===== config.mk =====
export PLATFORM = sky130hd
export DESIGN_NAME = agkr_gate_reset
export DESIGN_NICKNAME = d
export VERILOG_FILES = /design/src/agkr_pkg.sv /design/src/agkr_pulse_timer.sv /design/src/agkr_gate_reset.sv
export VERILOG_INCLUDE_DIRS = /design/src
export SDC_FILE = /design/constraint.sdc
export NUM_CORES = 1
export LEC_CHECK = 0
export ABC_CLOCK_PERIOD_IN_PS = 4900
export BUFFER_PORTS_ARGS = -buffer_cell sky130_fd_sc_hd__buf_2
export CAP_MARGIN = 15
export CORE_ASPECT_RATIO = 0.8
export CORE_UTILIZATION = 45
export CTS_CLUSTER_DIAMETER = 80
export DETAILED_ROUTE_END_ITERATION = 16
export PLACE_DENSITY = 0.71
export SKIP_CTS_REPAIR_TIMING = 1
export SYNTH_ARGS = -nofsm -noshare
export SYNTH_HDL_FRONTEND = slang
export SYNTH_HIERARCHICAL = 1
export SYNTH_SLANG_ARGS = --single-unit

===== constraint.sdc =====
create_clock -name hclk -period 4.9 [get_ports hclk]
set_input_delay 0.735 -clock hclk [delete_from_list [all_inputs] [get_ports hclk]]
set_output_delay 0.735 -clock hclk [all_outputs]
set_load 0.02 [all_outputs]

===== src/agkr_defs.svh =====
// Offsets, field positions, reset values and timing counts of the gate/reset block
`ifndef AGKR_DEFS_SVH
`define AGKR_DEFS_SVH

// ----------------------------------------------------------------------------
// Register byte offsets
// ----------------------------------------------------------------------------
`define AGKR_OFS_KB_CONTROL 8'h00
`define AGKR_OFS_FAST_CTRL 8'h04
`define AGKR_OFS_KBC_COMMAND 8'h08
`define AGKR_OFS_KBC_DATA 8'h0c
`define AGKR_OFS_SW_CONTROL 8'h10
`define AGKR_OFS_STATUS 8'h14

// ----------------------------------------------------------------------------
// Field positions
// ----------------------------------------------------------------------------
`define AGKR_BIT_HW_KBD_RESET_EN 0
`define AGKR_BIT_HW_ADDR_GATE_EN 1
`define AGKR_BIT_FAST_PORT_EN 2
`define AGKR_BIT_FAST_RESET_PULSE 0
`define AGKR_BIT_FAST_GATE_LEVEL 1
`define AGKR_BIT_SW_RESET_LEVEL 0
`define AGKR_BIT_SW_GATE 1
`define AGKR_BIT_DATA_RESET 0
`define AGKR_BIT_DATA_GATE 1

// ----------------------------------------------------------------------------
// Reset values and masks
// ----------------------------------------------------------------------------
`define AGKR_RST_KB_CONTROL 8'h00
`define AGKR_RST_FAST_CTRL 8'h24
`define AGKR_FAST_RSVD_ONES 8'h24
`define AGKR_RST_SW_CONTROL 8'h01
`define AGKR_KB_CONTROL_MASK 8'hc7

// ----------------------------------------------------------------------------
// Commands
// ----------------------------------------------------------------------------
`define AGKR_CMD_WRITE_OUTPUT 8'hd1
`define AGKR_CMD_PULSE_RESET 8'hfe

// ----------------------------------------------------------------------------
// Timing: least times round up to whole cycles
// ----------------------------------------------------------------------------
`define AGKR_CLK_PERIOD_NS 10
`define AGKR_RESET_DELAY_NS 14000
`define AGKR_RESET_PULSE_NS 6000
`define AGKR_RESET_DELAY_CYCLES \
    ((`AGKR_RESET_DELAY_NS + `AGKR_CLK_PERIOD_NS - 1) / `AGKR_CLK_PERIOD_NS)
`define AGKR_RESET_PULSE_CYCLES \
    ((`AGKR_RESET_PULSE_NS + `AGKR_CLK_PERIOD_NS - 1) / `AGKR_CLK_PERIOD_NS)

`endif


===== src/agkr_pkg.sv =====
// Types shared by the gate/reset block
package agkr_pkg;

    // ------------------------------------------------------------------------
    // Reset pulse sequencer states
    // ------------------------------------------------------------------------
    typedef enum logic [1:0] {
        AGKR_IDLE,
        AGKR_DELAY,
        AGKR_PULSE
    } agkr_timer_state_t;

endpackage : agkr_pkg


===== src/agkr_pulse_timer.sv =====
// Delayed low-pulse sequencer for the keyboard reset line
`timescale 1ns/1ps
`default_nettype none

module agkr_pulse_timer
    import agkr_pkg::*;
#(
    parameter int DELAY_CYCLES = 1400,
    parameter int PULSE_CYCLES = 600,
    parameter int CNT_W = 16
)
(
    input wire logic hclk,
    input wire logic hresetn,
    input wire logic start,
    output logic pulse_low,
    output logic busy
);

    agkr_timer_state_t state;
    logic [CNT_W-1:0] count;

    // ------------------------------------------------------------------------
    // Sequencer: wait the delay, then hold low for the pulse width
    // ------------------------------------------------------------------------
    // Starts while busy are dropped so a pulse is never cut short
    always_ff @(posedge hclk or negedge hresetn)
    begin
        if (!hresetn)
        begin
            state <= AGKR_IDLE;
            count <= '0;
        end
        else
        begin
            unique case (state)
                AGKR_IDLE:
                begin
                    if (start)
                    begin
                        state <= AGKR_DELAY;
                        count <= CNT_W'(DELAY_CYCLES - 1);
                    end
                end
                AGKR_DELAY:
                begin
                    if (count == '0)
                    begin
                        state <= AGKR_PULSE;
                        count <= CNT_W'(PULSE_CYCLES - 1);
                    end
                    else
                    begin
                        count <= count - 1'b1;
                    end
                end
                AGKR_PULSE:
                begin
                    if (count == '0)
                    begin
                        state <= AGKR_IDLE;
                    end
                    else
                    begin
                        count <= count - 1'b1;
                    end
                end
                default:
                begin
                    state <= AGKR_IDLE;
                end
            endcase
        end
    end

    // Decoded straight from the state register
    assign pulse_low = (state == AGKR_PULSE);
    assign busy = (state != AGKR_IDLE);

endmodule : agkr_pulse_timer

`default_nettype wire


===== src/agkr_gate_reset.sv =====
// Address-line gate and keyboard reset control with AHB-Lite register slave
`timescale 1ns/1ps
`default_nettype none
`include "agkr_defs.svh"

// Operation
// - Hardware reset enable 1 lets hardware logic drive reset; 0 disables it.
// - Data byte after D1 command sets gate from bit 1.
// - Same data byte sets or clears reset output from bit 0.
// - FE command: wait at least 14 us, then reset low at least 6 us.
// - Each output comes from software or hardware control, never both.
// - Fast-port enable merges fast register requests with the other sources.
// - Fast gate level bit 1 drives gate high; 0 leaves gate to the other sources.
// - Writing 1 to fast reset bit while it holds 0: 14 us wait, then low pulse.
// - Fast register resets to 0x24; bits 5,2 read one, 7,6,4,3 zero.
// - Hardware gate enable 1 lets hardware logic drive gate; 0 disables.
// - Fast-port enable 1 lets fast register act; 0 disables it.
module agkr_gate_reset
    import agkr_pkg::*;
#(
    parameter int DELAY_CYCLES = `AGKR_RESET_DELAY_CYCLES,
    parameter int PULSE_CYCLES = `AGKR_RESET_PULSE_CYCLES
)
(
    input wire logic hclk,
    input wire logic hresetn,
    input wire logic hsel,
    input wire logic [31:0] haddr,
    input wire logic [1:0] htrans,
    input wire logic hwrite,
    input wire logic [2:0] hsize,
    input wire logic [31:0] hwdata,
    input wire logic hready,
    output logic hreadyout,
    output logic hresp,
    output logic [31:0] hrdata,
    output logic addr_line_gate,
    output logic kbd_reset_out_n
);

    // ------------------------------------------------------------------------
    // Declarations
    // ------------------------------------------------------------------------
    logic dp_valid;
    logic dp_write;
    logic [7:0] dp_addr;
    logic [7:0] kb_control;
    logic [1:0] fast_ctrl;
    logic [1:0] sw_control;
    logic hw_gate;
    logic hw_reset_level;
    logic d1_pending;
    logic wr_kb_control;
    logic wr_fast;
    logic wr_sw;
    logic wr_cmd;
    logic wr_data;
    logic [7:0] wdata_byte;
    logic addr_phase;
    logic [31:0] next_rdata;
    logic cmd_pulse_start;
    logic fast_pulse_start;
    logic cmd_pulse_low;
    logic cmd_busy;
    logic fast_pulse_low;
    logic fast_busy;
    logic hw_kbd_reset_en;
    logic hw_addr_gate_en;
    logic fast_port_en;
    logic fast_gate_level;
    logic fast_reset_pulse;
    logic gate_base;
    logic reset_base_n;
    logic next_gate;
    logic next_reset_n;

    // ------------------------------------------------------------------------
    // Register access decode
    // ------------------------------------------------------------------------
    function automatic logic is_reg(input logic [7:0] addr, input logic [7:0] ofs);
        is_reg = (addr == ofs);
    endfunction : is_reg

    // Only word transfers are decoded; others complete but are ignored
    assign addr_phase = hsel && hready && htrans[1] && (hsize == 3'b010);
    assign wdata_byte = hwdata[7:0];
    assign wr_kb_control = dp_valid && dp_write && is_reg(dp_addr, `AGKR_OFS_KB_CONTROL);
    assign wr_fast = dp_valid && dp_write && is_reg(dp_addr, `AGKR_OFS_FAST_CTRL);
    assign wr_cmd = dp_valid && dp_write && is_reg(dp_addr, `AGKR_OFS_KBC_COMMAND);
    assign wr_data = dp_valid && dp_write && is_reg(dp_addr, `AGKR_OFS_KBC_DATA);
    assign wr_sw = dp_valid && dp_write && is_reg(dp_addr, `AGKR_OFS_SW_CONTROL);

    // Zero wait states, always OKAY
    assign hreadyout = 1'b1;
    assign hresp = 1'b0;

    // ------------------------------------------------------------------------
    // Address phase capture
    // ------------------------------------------------------------------------
    // Upper address bits are not decoded; the slave window repeats
    always_ff @(posedge hclk or negedge hresetn)
    begin
        if (!hresetn)
        begin
            dp_valid <= 1'b0;
            dp_write <= 1'b0;
            dp_addr <= 8'h00;
        end
        else if (hready)
        begin
            dp_valid <= addr_phase;
            dp_write <= hwrite;
            dp_addr <= haddr[7:0];
        end
    end

    // ------------------------------------------------------------------------
    // Control register fields
    // ------------------------------------------------------------------------
    assign hw_kbd_reset_en = kb_control[`AGKR_BIT_HW_KBD_RESET_EN];
    assign hw_addr_gate_en = kb_control[`AGKR_BIT_HW_ADDR_GATE_EN];
    assign fast_port_en = kb_control[`AGKR_BIT_FAST_PORT_EN];
    assign fast_gate_level = fast_ctrl[`AGKR_BIT_FAST_GATE_LEVEL];
    assign fast_reset_pulse = fast_ctrl[`AGKR_BIT_FAST_RESET_PULSE];

    // Keyboard control: enables plus stored clock select bits
    always_ff @(posedge hclk or negedge hresetn)
    begin
        if (!hresetn)
        begin
            kb_control <= `AGKR_RST_KB_CONTROL;
        end
        else if (wr_kb_control)
        begin
            kb_control <= wdata_byte & `AGKR_KB_CONTROL_MASK;
        end
    end

    // Fast control: only the two low bits are storage
    always_ff @(posedge hclk or negedge hresetn)
    begin
        if (!hresetn)
        begin
            fast_ctrl <= 2'(`AGKR_RST_FAST_CTRL & 8'h03);
        end
        else if (wr_fast)
        begin
            fast_ctrl <= wdata_byte[1:0];
        end
    end

    // Software levels used when hardware control is off
    always_ff @(posedge hclk or negedge hresetn)
    begin
        if (!hresetn)
        begin
            sw_control <= 2'(`AGKR_RST_SW_CONTROL & 8'h03);
        end
        else if (wr_sw)
        begin
            sw_control <= wdata_byte[1:0];
        end
    end

    // ------------------------------------------------------------------------
    // Command and data reception
    // ------------------------------------------------------------------------
    // Any other command cancels a pending output write
    always_ff @(posedge hclk or negedge hresetn)
    begin
        if (!hresetn)
        begin
            d1_pending <= 1'b0;
        end
        else if (wr_cmd)
        begin
            d1_pending <= (wdata_byte == `AGKR_CMD_WRITE_OUTPUT);
        end
        else if (wr_data)
        begin
            d1_pending <= 1'b0;
        end
    end

    // Latched hardware levels from the data byte after the output command
    always_ff @(posedge hclk or negedge hresetn)
    begin
        if (!hresetn)
        begin
            hw_gate <= 1'b0;
            hw_reset_level <= 1'b1;
        end
        else if (wr_data && d1_pending)
        begin
            hw_gate <= wdata_byte[`AGKR_BIT_DATA_GATE];
            hw_reset_level <= wdata_byte[`AGKR_BIT_DATA_RESET];
        end
    end

    // Pulse command only acts while hardware reset control is enabled
    assign cmd_pulse_start = wr_cmd && (wdata_byte == `AGKR_CMD_PULSE_RESET)
        && hw_kbd_reset_en;

    // Fresh zero-to-one write of the pulse bit only; a held 1 never retriggers
    assign fast_pulse_start = wr_fast && wdata_byte[`AGKR_BIT_FAST_RESET_PULSE]
        && !fast_reset_pulse && fast_port_en;

    // ------------------------------------------------------------------------
    // Reset pulse sequencers
    // ------------------------------------------------------------------------
    agkr_pulse_timer #(
        .DELAY_CYCLES(DELAY_CYCLES),
        .PULSE_CYCLES(PULSE_CYCLES)
    ) u_cmd_timer (
        .hclk(hclk),
        .hresetn(hresetn),
        .start(cmd_pulse_start),
        .pulse_low(cmd_pulse_low),
        .busy(cmd_busy)
    );

    agkr_pulse_timer #(
        .DELAY_CYCLES(DELAY_CYCLES),
        .PULSE_CYCLES(PULSE_CYCLES)
    ) u_fast_timer (
        .hclk(hclk),
        .hresetn(hresetn),
        .start(fast_pulse_start),
        .pulse_low(fast_pulse_low),
        .busy(fast_busy)
    );

    // ------------------------------------------------------------------------
    // Output merge
    // ------------------------------------------------------------------------
    // Hardware and software paths are selected, never combined
    always_comb
    begin
        gate_base = hw_addr_gate_en ? hw_gate : sw_control[`AGKR_BIT_SW_GATE];
        reset_base_n = hw_kbd_reset_en
            ? (hw_reset_level && !cmd_pulse_low)
            : sw_control[`AGKR_BIT_SW_RESET_LEVEL];
        next_gate = gate_base;
        next_reset_n = reset_base_n;
        if (fast_port_en)
        begin
            next_gate = gate_base || fast_gate_level;
            next_reset_n = reset_base_n && !fast_pulse_low;
        end
    end

    // Registered pins so they never glitch on enable changes
    always_ff @(posedge hclk or negedge hresetn)
    begin
        if (!hresetn)
        begin
            addr_line_gate <= 1'b0;
            kbd_reset_out_n <= 1'b1;
        end
        else
        begin
            addr_line_gate <= next_gate;
            kbd_reset_out_n <= next_reset_n;
        end
    end

    // ------------------------------------------------------------------------
    // Read data
    // ------------------------------------------------------------------------
    // Sampled in the address phase; a write just before is already stored
    // because the master inserts an idle data phase between transfers
    always_comb
    begin
        next_rdata = 32'h0000_0000;
        if (is_reg(haddr[7:0], `AGKR_OFS_KB_CONTROL))
        begin
            next_rdata[7:0] = kb_control;
        end
        else if (is_reg(haddr[7:0], `AGKR_OFS_FAST_CTRL))
        begin
            next_rdata[7:0] = `AGKR_FAST_RSVD_ONES | {6'h00, fast_ctrl};
        end
        else if (is_reg(haddr[7:0], `AGKR_OFS_SW_CONTROL))
        begin
            next_rdata[7:0] = {6'h00, sw_control};
        end
        else if (is_reg(haddr[7:0], `AGKR_OFS_STATUS))
        begin
            next_rdata[4:0] = {d1_pending, fast_busy, cmd_busy, kbd_reset_out_n,
                addr_line_gate};
        end
    end

    always_ff @(posedge hclk or negedge hresetn)
    begin
        if (!hresetn)
        begin
            hrdata <= 32'h0000_0000;
        end
        else if (addr_phase && !hwrite)
        begin
            hrdata <= next_rdata;
        end
    end

endmodule : agkr_gate_reset

`default_nettype wire


==> results_dict.tcl <==
set metrics [dict create \
    start_kind "flip-flop" \
    grt_pass1_wl_microns 15800 \
    dieArea_sq_um 9880 \
    vdd_drop_max_mv 0.320 \
    post_drt_wl_per_cell_microns 16.5 \
    fin_ws_ps 1820 \
    syn-mean-instance-area_sq_um 9.95 \
    timing.final.crit_share 0.629 \
    grt_overflow 0 \
    grt_start_max_net_pins 46 \
    via_count 3493 \
    fin_worst_skew_ps 4.45 \
    final_hold_viol_count 0 \
    clock_tree.buffer_depth 2 \
    period_needed_ps 3080 \
    gp_congestion 0.842 \
    mostFrequentLayoutCells "dfrtp_1, buf_2, nand2_1" \
    setup_violations 0 \
    async_flop_share 1.00 \
    place_ws_ps 1830 \
    grt_pass1_vias 3158 \
    critPathMaxFanout 6 \
    holdWs_ps 373 \
    dieHeight_microns 89.1 \
    cts-root-buf "clkbuf_16" \
    fp.coreArea_sq_um 9110 \
    r2r-end "u_cmd_timer/count[8]" \
    dieWidth_microns 111 \
    crit_path_end_kind "flip-flop" \
    drive_above_1_share 0.217 \
    p_leak_uw 0.00204 \
    cts_sinks 68 \
    drtPass1Iterations 5 \
    ioPinCount 110 \
    cp-startpoint "dp_addr[5]" \
    num_antenna_cells 0 \
    fp-row-count 31 \
    ff2ff_setup_slack_ps 1820 \
    wirelength_microns 9600 \
    fin_setup_tns_ps 0 \
    final_common_cell "dfrtp_1" \
    drt-vias-per-instance 6.01 \
    synthCells 429 \
    hpwl_microns 6830 \
    netlist_area_sq_um 4270 \
    start_util 0.468 \
    port-buffer-count 34 \
    crit_required_ps 5090 \
    synth_seq_area_share 0.400 \
    fmax_mhz 324 \
    clk_pin_slew_worst_paths_ps 60 \
    synthFlopType "dfrtp_1" \
    antenna_found_initial 0 \
    worstHoldPathType "input port to async pin" \
    critical_path_class "flip-flop to flip-flop" \
    synth-edff-count 0 \
    drv_slew 0 \
    power.density_nw_per_um2 375 \
    numCtsBuffers 9 \
    route.detailed.drc 0 \
    r2r-start "dp_addr[5]" \
    endpoint "u_cmd_timer/count[8]" \
    ys_warn_count 6 \
    clk_latency_ps 340 \
    cts_tree "done" \
    max_cap_viol_count 0 \
    slew_headroom 0.308 \
    htreeDepth 3 \
    synth-seq-cells 68 \
    rsz0062_at_grt "no" \
    fill_cells 817 \
    tightest_slew_ps 1030 \
    arrival_ps 3270 \
    first_iter_violations 189 \
    dp.cells 564 \
    worstRegToRegCells 9 \
    yosysUniqueCellTypes 78 \
    ant_nets 0 \
    grt.total_usage 0.204 \
    fin_nets 549 \
    status "finished clean" \
    areaGrowthSynthToFinish_pct 11.3 \
    stdcell_count 581 \
]
## layout make-up
class	instances	area, sq um	share of cell area
multi-input cells	325	2300	0.485
flip-flops and latches	68	1710	0.359
repair buffers	37	193	0.0406
inverters	20	75.1	0.0158
clock inverters	4	72.6	0.0153
clock buffers	12	256	0.0540
well taps	115	144	0.0303
## metrics by stage
stage	util	cell area, sq um	total power [uW]
detailed placement	0.484	4410	1070
global route	0.521	4750	1860
CTS	0.520	4740	1790
floorplan	-	4360	976
finish	0.521	4750	1780
global placement	0.484	4410	1050
## critical path, stage by stage, from the launching register on
cell and delay, ps:
dfrtp_1 370, or2_1 270, nor4_1 480, and3_1 260, nor4b_1 240, nor2b_1 170
nor3b_2 310, a21boi_1 540, a21oi_1 140, a2bb2oi_1 150
## how the worst min path moves through the flow
stage / startpoint / endpoint / slack (ps) / depth (start not counted)
floorplan: hresetn / addr_line_gate / 440 / 0
global placement: hrdata[4] / hrdata[4] / 460 / 2
detailed placement: hrdata[3] / hrdata[3] / 470 / 2
CTS: hresetn / u_cmd_timer/count[6] / 390 / 1
global route: hresetn / u_cmd_timer/count[6] / 420 / 1
finish: hresetn / u_cmd_timer/count[6] / 370 / 1
## synthesized netlist by cell type (all sizes together) (2+ instances only)
master	count	area, sq um
clkbuf	5	18.8
inv	20	75.1
or4	5	45.0
nor2b	5	31.3
or2	5	31.3
nand2b	4	25.0
nand3	13	70.1
or3b	2	17.5
or3	7	53.8
nor3b	3	27.5
a21boi	2	18.8
ha	14	175
and3	4	25.0
nor2	27	104
o31ai	7	52.6
a32o	2	20.0
a41o	2	20.0
a22o	7	62.6
dfstp	3	78.8
nand4b	3	26.3
buf	35	254
nor3	7	40.0
mux2	24	270
o211ai	15	113
a31oi	7	43.8
a2111oi	2	20.0
nand3b	2	15.0
nor4	11	124
o22ai	2	12.5
o21ai	21	113
o2111ai	2	17.5
a21oi	16	83.8
o41ai	4	35.0
conb	2	7.51
nor4bb	2	20.0
and4	4	37.5
dfrtp	65	1630
nor4b	3	32.5
nand4	13	93.8
a21o	4	30.0
nand2	29	109
a2bb2oi	5	67.6
## sequential cells by signal (all words and copies together) (netlist names)
name and flops:
dp_valid 1, u_fast_timer/count 16, hw_gate 1, d1_pending 1, addr_line_gate 1, fast_ctrl 2, u_fast_timer/state 2, dp_write 1
u_cmd_timer/state 2, hw_reset_level 1, hrdata 8, kbd_reset_out_n 1, u_cmd_timer/count 16, dp_addr 8, sw_control 2, kb_control 5
## per-layer routing
layer	up-vias	GRT usage	part of all wire
met4	0	0.0994	0.024
met2	148	0.301	0.44
met5	-	0	0
li1	1629	-	-
met1	1694	0.288	0.48
met3	22	0.0407	0.060
## power breakdown
part	total (uW)	internal, uW	switching (uW)	leakage, uW
clock network	713	472	240	0.000159
registers	666	609	56.9	0.000814
logic	400	153	247	0.00107
## kinds of logic (layout without fill, tap and decap cells)
family                   count (synthesis)  count (layout)  synth area share
AND/OR/NAND/NOR                        151             151             0.221
flip-flops                              68              68             0.400
other                                    2              26           0.00176
adder cells (fa/ha/maj)                 14              14            0.0410
buffers and inverters                   60              73            0.0815
AO/OA/AOI/OAI                          110             110             0.191
multiplexers                            24              24            0.0633
(Power assumes the default switching activity.)
